===== config.mk =====
export PLATFORM = sky130hd
export DESIGN_NAME = mdss_spi_slave
export DESIGN_NICKNAME = d
export VERILOG_FILES = /design/src/mdss_pkg.sv /design/src/mdss_spi_slave.sv
export SDC_FILE = /design/constraint.sdc
export NUM_CORES = 1
export LEC_CHECK = 0
export ABC_AREA = 0
export BUFFER_PORTS_ARGS = -buffer_cell sky130_fd_sc_hd__buf_2
export CAP_MARGIN = 20
export CORE_MARGIN = 4
export CORE_UTILIZATION = 50
export CTS_BUF_LIST = sky130_fd_sc_hd__clkbuf_4
export CTS_CLUSTER_DIAMETER = 150
export DETAILED_ROUTE_END_ITERATION = 10
export GPL_ROUTABILITY_DRIVEN = 0
export PLACE_DENSITY = 0.68
export SKIP_CTS_REPAIR_TIMING = 1
export SYNTH_ARGS = -nofsm -noshare
export SYNTH_HDL_FRONTEND = slang
export SYNTH_SLANG_ARGS = --single-unit

===== constraint.sdc =====
create_clock -name CORE_CLK -period 5.3 [get_ports CORE_CLK]
set_input_delay 0.795 -clock CORE_CLK [delete_from_list [all_inputs] [get_ports CORE_CLK]]
set_output_delay 0.795 -clock CORE_CLK [all_outputs]
set_load 0.005 [all_outputs]

===== src/mdss_pkg.sv =====
// Purpose: Shared constants and types of the mirror driver SPI slave port
// Assumes: Core clock at 20 MHz, frames of fourteen bytes
// Notes:   Names are used as mdss_pkg::name, nothing is imported
package mdss_pkg;
  // Core clock and register update rate
  localparam int unsigned CLK_HZ        = 20_000_000;
  localparam int unsigned UPDATE_HZ     = 10_000;
  localparam int unsigned UPDATE_CYCLES = CLK_HZ / UPDATE_HZ;
  // Longest wait for the register side, in microseconds and cycles
  localparam int unsigned WAIT_US       = 50;
  localparam int unsigned WAIT_CYCLES   = (WAIT_US * (CLK_HZ / 1_000_000));
  localparam int unsigned CNT_W         = 12;
  // Frame layout
  localparam int unsigned BYTE_BITS     = 8;
  localparam int unsigned FRAME_BYTES   = 14;
  localparam int unsigned FRAME_BITS    = FRAME_BYTES * BYTE_BITS;
  localparam int unsigned BITCNT_W      = 7;
  localparam logic [6:0]  BITS_IN_FRAME = 7'h70;
  // Word positions inside the frame shift register, word 0 at the top
  localparam int unsigned W0_LSB        = 96;
  localparam int unsigned W1_LSB        = 80;
  localparam int unsigned W2_LSB        = 64;
  localparam int unsigned P0_LSB        = 32;
  localparam int unsigned P1_LSB        = 0;
  // Flag and answer values
  localparam logic [15:0] WRITE_FLAG    = 16'h0001;
  localparam logic [15:0] READ_FLAG     = 16'h0000;
  localparam logic [15:0] ADDR_FAILED   = 16'h0000;
  localparam logic [31:0] READ_FAILED   = 32'h7cf0bdc2;
  // Buffer of pending writes
  localparam int unsigned WQ_WIDTH      = 48;
  localparam int unsigned WQ_DEPTH      = 4;
  // Frame handling states
  typedef enum logic [6:0] {
    ST_IDLE  = 7'h01,
    ST_RECV  = 7'h02,
    ST_TICK  = 7'h04,
    ST_WR0   = 7'h08,
    ST_WR1   = 7'h10,
    ST_RD    = 7'h20,
    ST_BUILD = 7'h40
  } mdss_state_type;
endpackage


===== src/mdss_spi_slave.sv =====
////////////////////////////////////////////////////////////////////////////////
// Purpose: SPI slave port that turns frames into register writes and reads
// Assumes: SCLK, MOSI and select arrive from the master's clock domain
// Notes:   Responses to a frame travel during the following frame
`timescale 1ns/1ps
`default_nettype none

////////////////////////////////////////////////////////////////////////////////
// Buffer of pending register writes
module mdss_fifo #(
  parameter int unsigned WIDTH = 48,
  parameter int unsigned DEPTH = 4
) (
  input  wire logic             clk,
  input  wire logic             rst_n,
  input  wire logic             in_valid,
  output logic                  in_ready,
  input  wire logic [WIDTH-1:0] in_data,
  output logic                  out_valid,
  input  wire logic             out_ready,
  output logic      [WIDTH-1:0] out_data
);
  localparam int unsigned PW = $clog2(DEPTH);
  logic [WIDTH-1:0] mem_q [DEPTH];
  logic [PW-1:0]    wr_q, wr_d, rd_q, rd_d;
  logic [PW:0]      cnt_q, cnt_d;
  logic             push, pop;

  // Pointer and level update; full and empty come from the level
  always_comb begin
    push = in_valid && in_ready;
    pop  = out_valid && out_ready;
    wr_d = push ? PW'(wr_q + 1'b1) : wr_q;
    rd_d = pop ? PW'(rd_q + 1'b1) : rd_q;
    cnt_d = cnt_q;
    if (push && !pop) begin
      cnt_d = (PW+1)'(cnt_q + 1'b1);
    end else if (pop && !push) begin
      cnt_d = (PW+1)'(cnt_q - 1'b1);
    end
  end

  always_ff @(posedge clk or negedge rst_n) begin
    if (!rst_n) begin
      wr_q      <= '0;
      rd_q      <= '0;
      cnt_q     <= '0;
      in_ready  <= 1'b1;
      out_valid <= 1'b0;
    end else begin
      wr_q      <= wr_d;
      rd_q      <= rd_d;
      cnt_q     <= cnt_d;
      in_ready  <= (cnt_d != (PW+1)'(DEPTH));
      out_valid <= (cnt_d != '0);
    end
  end

  // Storage has no reset
  always_ff @(posedge clk) begin
    if (push) begin
      mem_q[wr_q] <= in_data;
    end
  end

  assign out_data = mem_q[rd_q];
endmodule

////////////////////////////////////////////////////////////////////////////////
// Top: SPI frame engine
module mdss_spi_slave (
  input  wire logic        CORE_CLK,
  input  wire logic        RSTN,
  input  wire logic        SPI_SCLK,
  input  wire logic        SPI_MOSI,
  input  wire logic        SPI_SS_N,
  output logic             SPI_MISO,
  output logic             FRAME_PENDING_OUT,
  output logic             WR_VALID,
  input  wire logic        WR_READY,
  output logic [15:0]      WR_ADDR,
  output logic [31:0]      WR_DATA,
  output logic             RD_REQ,
  output logic [15:0]      RD_ADDR,
  input  wire logic        RD_ACK,
  input  wire logic        RD_FAIL,
  input  wire logic [31:0] RD_DATA,
  input  wire logic [31:0] PTR0_DATA,
  input  wire logic        PTR0_FAIL,
  input  wire logic [31:0] PTR1_DATA,
  input  wire logic        PTR1_FAIL
);
  localparam int unsigned CNT_W    = mdss_pkg::CNT_W;
  localparam int unsigned BITCNT_W = mdss_pkg::BITCNT_W;

  ////////////////////////////////////////////////////////////////////////////
  // Pin synchronisers, two stages, then one history stage for edges
  logic [2:0] sclk_q, sclk_d, ss_q, ss_d;
  logic [1:0] mosi_q, mosi_d;
  logic       sclk_rise, sclk_fall, ss_fall, ss_rise;

  always_comb begin
    sclk_d = {sclk_q[1:0], SPI_SCLK};
    ss_d   = {ss_q[1:0], SPI_SS_N};
    mosi_d = {mosi_q[0], SPI_MOSI};
  end

  always_ff @(posedge CORE_CLK or negedge RSTN) begin
    if (!RSTN) begin
      sclk_q <= 3'h0;
      ss_q   <= 3'h7;
      mosi_q <= 2'h0;
    end else begin
      sclk_q <= sclk_d;
      ss_q   <= ss_d;
      mosi_q <= mosi_d;
    end
  end

  // Edges seen on synchronised stages only; mode 1 idles low
  assign sclk_rise = sclk_q[1] && !sclk_q[2];
  assign sclk_fall = !sclk_q[1] && sclk_q[2];
  assign ss_fall   = !ss_q[1] && ss_q[2];
  assign ss_rise   = ss_q[1] && !ss_q[2];

  ////////////////////////////////////////////////////////////////////////////
  // 10 kHz register update tick
  logic [CNT_W-1:0] tick_q, tick_d;
  logic             tick;

  always_comb begin
    tick   = (tick_q == CNT_W'(mdss_pkg::UPDATE_CYCLES - 1));
    tick_d = tick ? '0 : CNT_W'(tick_q + 1'b1);
  end

  always_ff @(posedge CORE_CLK or negedge RSTN) begin
    if (!RSTN) begin
      tick_q <= '0;
    end else begin
      tick_q <= tick_d;
    end
  end

  ////////////////////////////////////////////////////////////////////////////
  // Frame control state
  mdss_pkg::mdss_state_type st_q, st_d;
  logic [BITCNT_W-1:0] bitcnt_q, bitcnt_d;
  logic             pend_q, pend_d, is_wr_q, is_wr_d, is_rd_q, is_rd_d;
  logic             ok0_q, ok0_d, ok1_q, ok1_d, rdreq_q, rdreq_d;
  logic [CNT_W-1:0] wait_q, wait_d;
  logic [31:0]      rdres_q, rdres_d;
  logic [15:0]      rdaddr_q, rdaddr_d;
  logic [111:0]     rx_q, tx_q;
  logic             wq_valid, wq_ready, timeout;
  logic [47:0]      wq_data;
  logic [15:0]      w0, w1, w2;

  // Request words, upper half of each value in the lower word
  assign w0 = rx_q[mdss_pkg::W0_LSB +: 16];
  assign w1 = rx_q[mdss_pkg::W1_LSB +: 16];
  assign w2 = rx_q[mdss_pkg::W2_LSB +: 16];
  assign timeout = (wait_q == CNT_W'(mdss_pkg::WAIT_CYCLES - 1));

  always_comb begin
    st_d     = st_q;
    pend_d   = pend_q;
    is_wr_d  = is_wr_q;
    is_rd_d  = is_rd_q;
    ok0_d    = ok0_q;
    ok1_d    = ok1_q;
    rdreq_d  = 1'b0;
    wait_d   = '0;
    rdres_d  = rdres_q;
    rdaddr_d = rdaddr_q;
    wq_valid = 1'b0;
    wq_data  = {w1, rx_q[mdss_pkg::P0_LSB +: 32]};
    case (st_q)
      mdss_pkg::ST_IDLE: begin
        // Always listening, no enable needed
        if (ss_fall) begin
          st_d   = mdss_pkg::ST_RECV;
          pend_d = 1'b1;
        end
      end
      mdss_pkg::ST_RECV: begin
        if (ss_rise) begin
          if (bitcnt_q == mdss_pkg::BITS_IN_FRAME) begin
            st_d = mdss_pkg::ST_TICK;
          end else begin
            st_d   = mdss_pkg::ST_IDLE;
            pend_d = 1'b0;
          end
        end
      end
      mdss_pkg::ST_TICK: begin
        // Commit only on the update tick
        if (tick) begin
          is_wr_d = (w0 == mdss_pkg::WRITE_FLAG);
          is_rd_d = (w0 == mdss_pkg::READ_FLAG);
          ok0_d   = 1'b0;
          ok1_d   = 1'b0;
          if (w0 == mdss_pkg::WRITE_FLAG) begin
            st_d = mdss_pkg::ST_WR0;
          end else if (w0 == mdss_pkg::READ_FLAG) begin
            st_d     = mdss_pkg::ST_RD;
            rdreq_d  = 1'b1;
            rdaddr_d = w1;
          end else begin
            st_d = mdss_pkg::ST_BUILD;
          end
        end
      end
      mdss_pkg::ST_WR0: begin
        // First write waits for room, fails after the timeout
        wq_valid = 1'b1;
        wait_d   = CNT_W'(wait_q + 1'b1);
        if (wq_ready) begin
          ok0_d  = 1'b1;
          st_d   = mdss_pkg::ST_WR1;
          wait_d = '0;
        end else if (timeout) begin
          st_d   = mdss_pkg::ST_WR1;
          wait_d = '0;
        end
      end
      mdss_pkg::ST_WR1: begin
        wq_valid = 1'b1;
        wq_data  = {w2, rx_q[mdss_pkg::P1_LSB +: 32]};
        wait_d   = CNT_W'(wait_q + 1'b1);
        if (wq_ready) begin
          ok1_d = 1'b1;
          st_d  = mdss_pkg::ST_BUILD;
        end else if (timeout) begin
          st_d = mdss_pkg::ST_BUILD;
        end
      end
      mdss_pkg::ST_RD: begin
        wait_d = CNT_W'(wait_q + 1'b1);
        if (RD_ACK) begin
          rdres_d = RD_FAIL ? mdss_pkg::READ_FAILED : RD_DATA;
          st_d    = mdss_pkg::ST_BUILD;
        end else if (timeout) begin
          rdres_d = mdss_pkg::READ_FAILED;
          st_d    = mdss_pkg::ST_BUILD;
        end
      end
      mdss_pkg::ST_BUILD: begin
        st_d   = mdss_pkg::ST_IDLE;
        pend_d = 1'b0;
      end
      default: begin
        st_d   = mdss_pkg::ST_IDLE;
        pend_d = 1'b0;
      end
    endcase
  end

  always_ff @(posedge CORE_CLK or negedge RSTN) begin
    if (!RSTN) begin
      st_q     <= mdss_pkg::ST_IDLE;
      pend_q   <= 1'b0;
      is_wr_q  <= 1'b0;
      is_rd_q  <= 1'b0;
      ok0_q    <= 1'b0;
      ok1_q    <= 1'b0;
      rdreq_q  <= 1'b0;
      wait_q   <= '0;
      rdres_q  <= mdss_pkg::READ_FAILED;
      rdaddr_q <= 16'h0000;
    end else begin
      st_q     <= st_d;
      pend_q   <= pend_d;
      is_wr_q  <= is_wr_d;
      is_rd_q  <= is_rd_d;
      ok0_q    <= ok0_d;
      ok1_q    <= ok1_d;
      rdreq_q  <= rdreq_d;
      wait_q   <= wait_d;
      rdres_q  <= rdres_d;
      rdaddr_q <= rdaddr_d;
    end
  end

  assign FRAME_PENDING_OUT = pend_q;
  assign RD_REQ            = rdreq_q;
  assign RD_ADDR           = rdaddr_q;

  ////////////////////////////////////////////////////////////////////////////
  // Serial shifting and response building
  logic [111:0]        rx_d, tx_d, resp, hold_q, hold_d;
  logic                miso_q, miso_d;
  logic [15:0]         r1, r2;

  always_comb begin
    // Response words 1-2 by request kind
    r1 = ok0_q ? w1 : mdss_pkg::ADDR_FAILED;
    r2 = ok1_q ? w2 : mdss_pkg::ADDR_FAILED;
    if (is_rd_q) begin
      {r1, r2} = rdres_q;
    end else if (!is_wr_q) begin
      {r1, r2} = 32'h00000000;
    end
    // Last eight bytes always pointer readbacks
    resp = {w0, r1, r2,
            PTR0_FAIL ? mdss_pkg::READ_FAILED : PTR0_DATA,
            PTR1_FAIL ? mdss_pkg::READ_FAILED : PTR1_DATA};
    bitcnt_d = bitcnt_q;
    rx_d     = rx_q;
    tx_d     = tx_q;
    hold_d   = hold_q;
    miso_d   = miso_q;
    if (st_q == mdss_pkg::ST_IDLE && ss_fall) begin
      bitcnt_d = '0;
      tx_d     = hold_q; // Reload answer, a dropped frame must not eat it
    end else if (st_q == mdss_pkg::ST_RECV) begin
      if (sclk_rise) begin
        miso_d = tx_q[111];
        tx_d   = {tx_q[110:0], 1'b0};
      end
      if (sclk_fall) begin
        rx_d     = {rx_q[110:0], mosi_q[1]};
        bitcnt_d = BITCNT_W'(bitcnt_q + 1'b1);
      end
    end else if (st_q == mdss_pkg::ST_BUILD) begin
      tx_d   = resp;
      hold_d = resp;
    end
  end

  always_ff @(posedge CORE_CLK or negedge RSTN) begin
    if (!RSTN) begin
      bitcnt_q <= '0;
      rx_q     <= '0;
      tx_q     <= '0;
      hold_q   <= '0;
      miso_q   <= 1'b0;
    end else begin
      bitcnt_q <= bitcnt_d;
      rx_q     <= rx_d;
      tx_q     <= tx_d;
      hold_q   <= hold_d;
      miso_q   <= miso_d;
    end
  end

  assign SPI_MISO = miso_q;

  ////////////////////////////////////////////////////////////////////////////
  // Write buffer toward the register side
  mdss_fifo #(
    .WIDTH (mdss_pkg::WQ_WIDTH),
    .DEPTH (mdss_pkg::WQ_DEPTH)
  ) u_wq (
    .clk       (CORE_CLK),
    .rst_n     (RSTN),
    .in_valid  (wq_valid),
    .in_ready  (wq_ready),
    .in_data   (wq_data),
    .out_valid (WR_VALID),
    .out_ready (WR_READY),
    .out_data  ({WR_ADDR, WR_DATA})
  );

  ////////////////////////////////////////////////////////////////////////////
  // Checks
  a_pend_start: assert property (@(posedge CORE_CLK) disable iff (!RSTN)
    (st_q == mdss_pkg::ST_IDLE && ss_fall) |=> pend_q && st_q == mdss_pkg::ST_RECV)
    else $error("pending not raised at frame start");
  a_pend_release: assert property (@(posedge CORE_CLK) disable iff (!RSTN)
    $fell(pend_q) |-> ($past(st_q) == mdss_pkg::ST_BUILD || $past(st_q) == mdss_pkg::ST_RECV))
    else $error("pending dropped before response ready");
  a_count_resync: assert property (@(posedge CORE_CLK) disable iff (!RSTN)
    (st_q == mdss_pkg::ST_IDLE && ss_fall) |=> bitcnt_q == '0)
    else $error("bit counter not reset at frame start");
  a_resp_kept: assert property (@(posedge CORE_CLK) disable iff (!RSTN)
    (st_q == mdss_pkg::ST_IDLE && ss_fall) |=> tx_q == $past(hold_q))
    else $error("held answer not reloaded at frame start");
  a_frame_len: assert property (@(posedge CORE_CLK) disable iff (!RSTN)
    (st_q == mdss_pkg::ST_RECV && ss_rise) |=>
      (st_q == mdss_pkg::ST_TICK) == ($past(bitcnt_q) == mdss_pkg::BITS_IN_FRAME))
    else $error("frame length check wrong");
  a_mosi_capture: assert property (@(posedge CORE_CLK) disable iff (!RSTN)
    (st_q == mdss_pkg::ST_RECV && sclk_fall) |=> rx_q[0] == $past(mosi_q[1]))
    else $error("MOSI not captured on falling edge");
  a_miso_msb: assert property (@(posedge CORE_CLK) disable iff (!RSTN)
    (st_q == mdss_pkg::ST_RECV && sclk_rise) |=> SPI_MISO == $past(tx_q[111]))
    else $error("MISO not MSB first on rising edge");
  a_tick_wait: assert property (@(posedge CORE_CLK) disable iff (!RSTN)
    (st_q == mdss_pkg::ST_TICK && !tick) |=> st_q == mdss_pkg::ST_TICK)
    else $error("frame committed off the update tick");
  a_read_request: assert property (@(posedge CORE_CLK) disable iff (!RSTN)
    (st_q == mdss_pkg::ST_TICK && tick && w0 == mdss_pkg::READ_FLAG) |=>
      RD_REQ && RD_ADDR == $past(w1) ##1 !RD_REQ)
    else $error("read request not issued once");
  a_ptr_fail: assert property (@(posedge CORE_CLK) disable iff (!RSTN)
    (st_q == mdss_pkg::ST_BUILD && PTR0_FAIL) |=>
      tx_q[mdss_pkg::P0_LSB +: 32] == mdss_pkg::READ_FAILED)
    else $error("pointer failure pattern missing");
  a_write_echo: assert property (@(posedge CORE_CLK) disable iff (!RSTN)
    (st_q == mdss_pkg::ST_BUILD && is_wr_q) |=>
      tx_q[mdss_pkg::W1_LSB +: 16] == ($past(ok0_q) ? $past(w1) : mdss_pkg::ADDR_FAILED))
    else $error("write address echo wrong");
endmodule

`default_nettype wire


Word level (Yosys, flattened, before mapping). Memory sizes are Yosys's and may differ from the RTL's. Index checks and enable logic that the tools add are counted.

Output and inout port bits: 68. RAM bits: 192. Memories: 1. Register bits: 446. Word-level logic and storage cells: 146.

Mux-type cells: 52. Equal/unequal tests: 20. Bitwise logic cells: 4. Reductions and logical operators: 38. $add $sub $neg: 7.

Memory list: u_wq.mem_q (depth 4, bits a word 48, read ports 1, clocked after Yosys merged registers in 0, wr ports 1, RTL line mdss_spi_slave.sv:24) `logic [WIDTH-1:0] mem_q [DEPTH];`.

Operators by type and width (count): two-way mux 112 bit (4); two-way mux 32 bit (5); two-way mux 16 bit (6); two-way mux 7 bit (13); two-way mux 48 bit (1); case mux 7 bit (6 select lines) (1); two-way mux 12 bit (3); adder 12 x 1 -> 12 bit (second input constant) (2); case mux 12 bit (2 select lines) (1); equality test 16 x 1 -> 1 bit (second input constant) (1); zero test 16 bit (1); AND reduction 3 bit (5); equality test 7 bit (second input constant) (2); equality test 12 x 10 -> 1 bit (second input constant) (1); equality test 12 x 11 -> 1 bit (second input constant) (1); two-way mux 1 bit (12); AND reduction 4 bit (3); nonzero test 2 bit (5); logical AND 1 bit (9); two-way mux 3 bit (3); inequality test 2 bit (second input constant) (4); AND reduction 2 bit (4); adder 7 x 1 -> 7 bit (second input constant) (1); equality test 7 x 1 -> 1 bit (second input constant) (1); 18 further kinds (32).

Depth between registers and ports, before layout.
Word-level depth: 9. Depth in mapped cells: 9.

Modules after synthesis. Synthesis repeated with hierarchy kept, for this count alone.

Cells, all modules: 2312. Area, all modules: 26596.8 um^2.

Modules (own cells, without submodules): mdss_spi_slave (area each 19092.1 um^2, seq. area each 10963.0 um^2, times used 1, cells an instance 2015); mdss_fifo (area each 7504.7 um^2, seq. area each 5992.0 um^2, times used 1, cells an instance 297).

Worst setup path before layout. No wires, ideal clock.

Kind: register -> register. From: register st_q[2]. To: memory u_wq.mem_q[0][0] (enable). Library setup time: 0.410 ns. Buffers on the path: 2. Data arrival time: 2.911 ns. Period minus slack after synthesis: 3.322 ns. Cell stages (with the launch flop): 7. Path slack: 1.978 ns. Required time: 4.890 ns. Cells stage by stage: dfrtp_1 > or4_4 > or3_1 > buf_6 > a21oi_4 > buf_6 > and2_1.

Cells in the longest elaborated chain, start to end: 6.

RTL lines: start, declared (RTL line mdss_spi_slave.sv:146) `mdss_pkg::mdss_state_type st_q, st_d;`; start signal, assigned (RTL line mdss_spi_slave.sv:260) `st_q <= mdss_pkg::ST_IDLE;`; start signal, assigned (RTL line mdss_spi_slave.sv:271) `st_q <= st_d;`; equality test 7 x 5 -> 1 bit or equality test 7 x 4 -> 1 bit (tied branches) (RTL line mdss_spi_slave.sv:177) `case (st_q)`; OR reduction 2 bit (no source line) (*); two-way mux 1 bit (*) (RTL line mdss_spi_slave.sv:177); logical AND 1 bit (*) (RTL line mdss_spi_slave.sv:31) `push = in_valid && in_ready;`; two-way mux 1 bit (*) (RTL line mdss_spi_slave.sv:61) `if (push) begin`; two-way mux 1 bit (implied by the code) (*) (RTL line mdss_spi_slave.sv:62) `mem_q[wr_q] <= in_data;`; end, declared (RTL line mdss_spi_slave.sv:24).

Mark *: on every way between the ends. The rest lies on a longest branch, timed or not.

Worst setup path after layout.
From: register st_q[2]. To: memory u_wq.mem_q[1][11] (enable).

Same word-level chain as after synthesis.

==> results by group <==
Placed design
  – Port Buf Inserts: 173
  – Minimum setup slack after placement: 1529 ps
  – # placed instances: 3144
  – Post-DP HPWL: 36.30 mm

Timing
  – Setup violators final: 0
  – Fin Setup TNS: 0 ps
  – Hold Violations, Final: 0
  – Fin crit period: 3761 ps
  – Worst-Margin Slew: 1057 ps
  – Final slew viol count: 0
  – Setup ws final: 1539 ps
  – Final period util: 0.7096
  – RSZ-0062 raised after global routing: no
  – Skew final: 80.61 ps
  – Fmax: 265.9 MHz
  – Slew HR: 0.2955

Critical path
  – Worst r2r path cells: 5
  – Critical path startpoint category: flop
  – Critical path type: reg2reg
  – RR Startpoint: st_q[2]
  – Critical Path Fanout Max: 52
  – CP arrival: 4360 ps
  – Crit. End Element: flop
  – Crit path required time: 5900 ps
  – Crit path from: st_q[2]

Die
  – Core Area: 52550 sq um
  – Starting density of the core: 0.5047
  – I/O pin count: 174
  – Die width: 238.3 um
  – Num rows: 84
  – Die H: 238.3 um
  – Full die area: 56790 sq um

Clock tree
  – Clock Root Buffer: clkbuf_4
  – Clk buf depth: 3
  – Clock Latency Late Sink: 980 ps
  – CTS sink cnt: 638
  – TritonCTS Buffers: 160
  – Worst-path clk slew: 80 ps
  – CTS tree: built
  – Total number of H-tree levels: 4

Logic synthesis
  – Asr flop ratio synth: 0.6991
  – Synth unique cells: 61
  – Yosys warning total: 0
  – Synth Area in Compound Gates: 0.1099
  – Post-synthesis sequential area ratio: 0.6393
  – Syn_nets: 2535
  – Largest family of logic cells by synthesized area: simple AND/OR/NAND/NOR gates
  – Syn Std Cell Area: 26520 sq um
  – Post-Synth Adder-Cell Area: 0.004717
  – Xor/xnor share of the synthesized area: 0.009529
  – Post-synthesis average cell area: 10.96 sq um
  – Synth Area in Simple Gates: 0.1576
  – Most used DFF post-synth: dfrtp_1
  – #FFs+latches synth: 638
  – Cells after Synth: 2419
  – Mux cell area share after synthesis: 0.04798
  – Post-synth EDFFs: 192

Finish
  – Share of layout cells above drive strength 1: 0.2087
  – Most common cell after layout, fill and taps aside: nand2_1
  – Most frequent cells in the layout: 777 x nand2_1, 421 x dfrtp_1, 243 x clkbuf_4
  – Area added between synthesis and finish: 13.36%
  – Final cell count without fillers: 3441
  – Final Net Count: 2741

Detailed routing
  – Drc violations: 0
  – Antenna-violating nets left: 0
  – Routed wire length: 59.19 mm
  – First drt pass iteration count: 7
  – WL/cell: 17.20 um
  – Vias: 18830
  – Avg Vias per Cell: 5.471
  – Initial DRC count: 1632

Power
  – Cell area power density: 398.5 nW/um^2
  – Tot Pwr: 11980 uW
  – Peak VDD IR: 0.0002422 V
  – Leakage: 0.01257 uW

GRT
  – Largest net degree at the start of global routing: 133
  – Vias in the first global route: 18980
  – First-pass GRT wire length: 96.64 mm
  – Total congestion overflow: 0
  – Total GRT Usage: 0.2102
  – Initial antenna violation count: 3

Run
  – Max-cap violations: 0

Hold path
  – Worst hold path class: in2reg
  – Hold path cells: 3
  – Hold Crit Start: RD_DATA[9]

Status
  – Outcome: complete, no violations
[path summary, 6_finish.rpt]
check,endpoint,slack (ps)
min reg2reg,ss_q[1],360
min in group asynchronous,rx_q[60],560
max,u_wq.mem_q[1][11],1540
max reg2reg,u_wq.mem_q[1][11],1540
max in group asynchronous,tx_q[30],3470
min,rdres_q[9],80
[synthesized netlist by cell type, types with 2 or more instances]
cell,count,area (sq um)
nor4_1,6,37.54
buf_2,37,185.2
xnor2_1,11,96.34
a41oi_1,36,315.3
o31ai_1,36,270.3
a31oi_1,29,181.4
a222oi_1,16,160.2
and3_1,4,25.02
edfxtp_1,192,5766
nor3_1,7,35.03
ha_1,10,125.1
nand2b_1,6,37.54
nand3_1,14,70.07
mux2_2,17,191.4
buf_1,9,33.78
and2_1,6,37.54
and3b_1,3,26.28
a22oi_1,60,450.4
nor2_1,202,758.2
nand2_1,777,2917
clkbuf_1,101,379.1
inv_1,13,48.80
or3_1,4,25.02
buf_6,9,101.4
dfstp_2,23,604.3
dfrtp_1,423,10590
a221oi_1,32,280.3
mux4_2,48,1081
or2_2,2,12.51
a21o_1,3,22.52
nor2b_1,8,50.05
o21ai_0,163,815.8
xor2_1,16,140.1
a21oi_1,55,275.3
buf_4,8,60.06
nand4_1,8,50.05
[worst max-delay path: stages, from the launching register on]
cell and delay, ps:
dfrtp_1 420, or4_4 590, or3_2 920, a21oi_4 480
and2_2 630, buf_4 360
[through the flow]
stage                     hold WS [ps]    util  instance area [sq um]
after global routing             3.192  0.5722                  30070
final                            77.36  0.5722                  30070
after global placement           347.5  0.5291                  27800
after detailed placement         350.6  0.5291                  27800
after floorplan                  331.2       -                  26520
after CTS                       -162.8  0.5697                  29940
[routing by layer]
metal,vias up,part of all wire,track usage
met2,482,0.49,0.3367
met3,83,0.050,0.04727
met1,9318,0.44,0.2863
met4,0,0.018,0.07581
li1,8943,-,-
met5,-,0,0
[logic make-up (layout without fill, tap and decap cells)]
family                   after synthesis  in the layout
AO/OA/AOI/OAI                        443            443
XOR/XNOR                              28             28
adder cells (fa/ha/maj)               10             10
buffers and inverters                178            509
flip-flops                           638            638
multiplexers                          65             65
other                                  0              3
AND/OR/NAND/NOR                     1057           1057
[flip-flops by register name (all words and copies together), names as in the netlist, 12 cells and up]
signal,cells
tick_q,12
RD_ADDR,16
hold_q,112
u_wq.mem_q,192
rx_q,112
wait_q,12
rdres_q,32
tx_q,112
[area by class of cell]
| cell class | count | area (sq um) |
|---|---|---|
| Antenna cell | 3 | 7.507 |
| Multi-Input combinational cell | 1603 | 8791 |
| Timing Repair Buffer | 209 | 1266 |
| Sequential cell | 638 | 16960 |
| Tap cell | 688 | 860.8 |
| Inverter | 13 | 48.80 |
| Clock inverter | 44 | 309.0 |
| Fill cell | 4478 | 22480 |
| Clock buffer | 243 | 1824 |
[report_power, final]
group	internal (uW)	switching [uW]
clock network	2330	1940
logic	705	1090
registers	5560	366
total	8590	3390
Power figures use the tool's default switching activity.
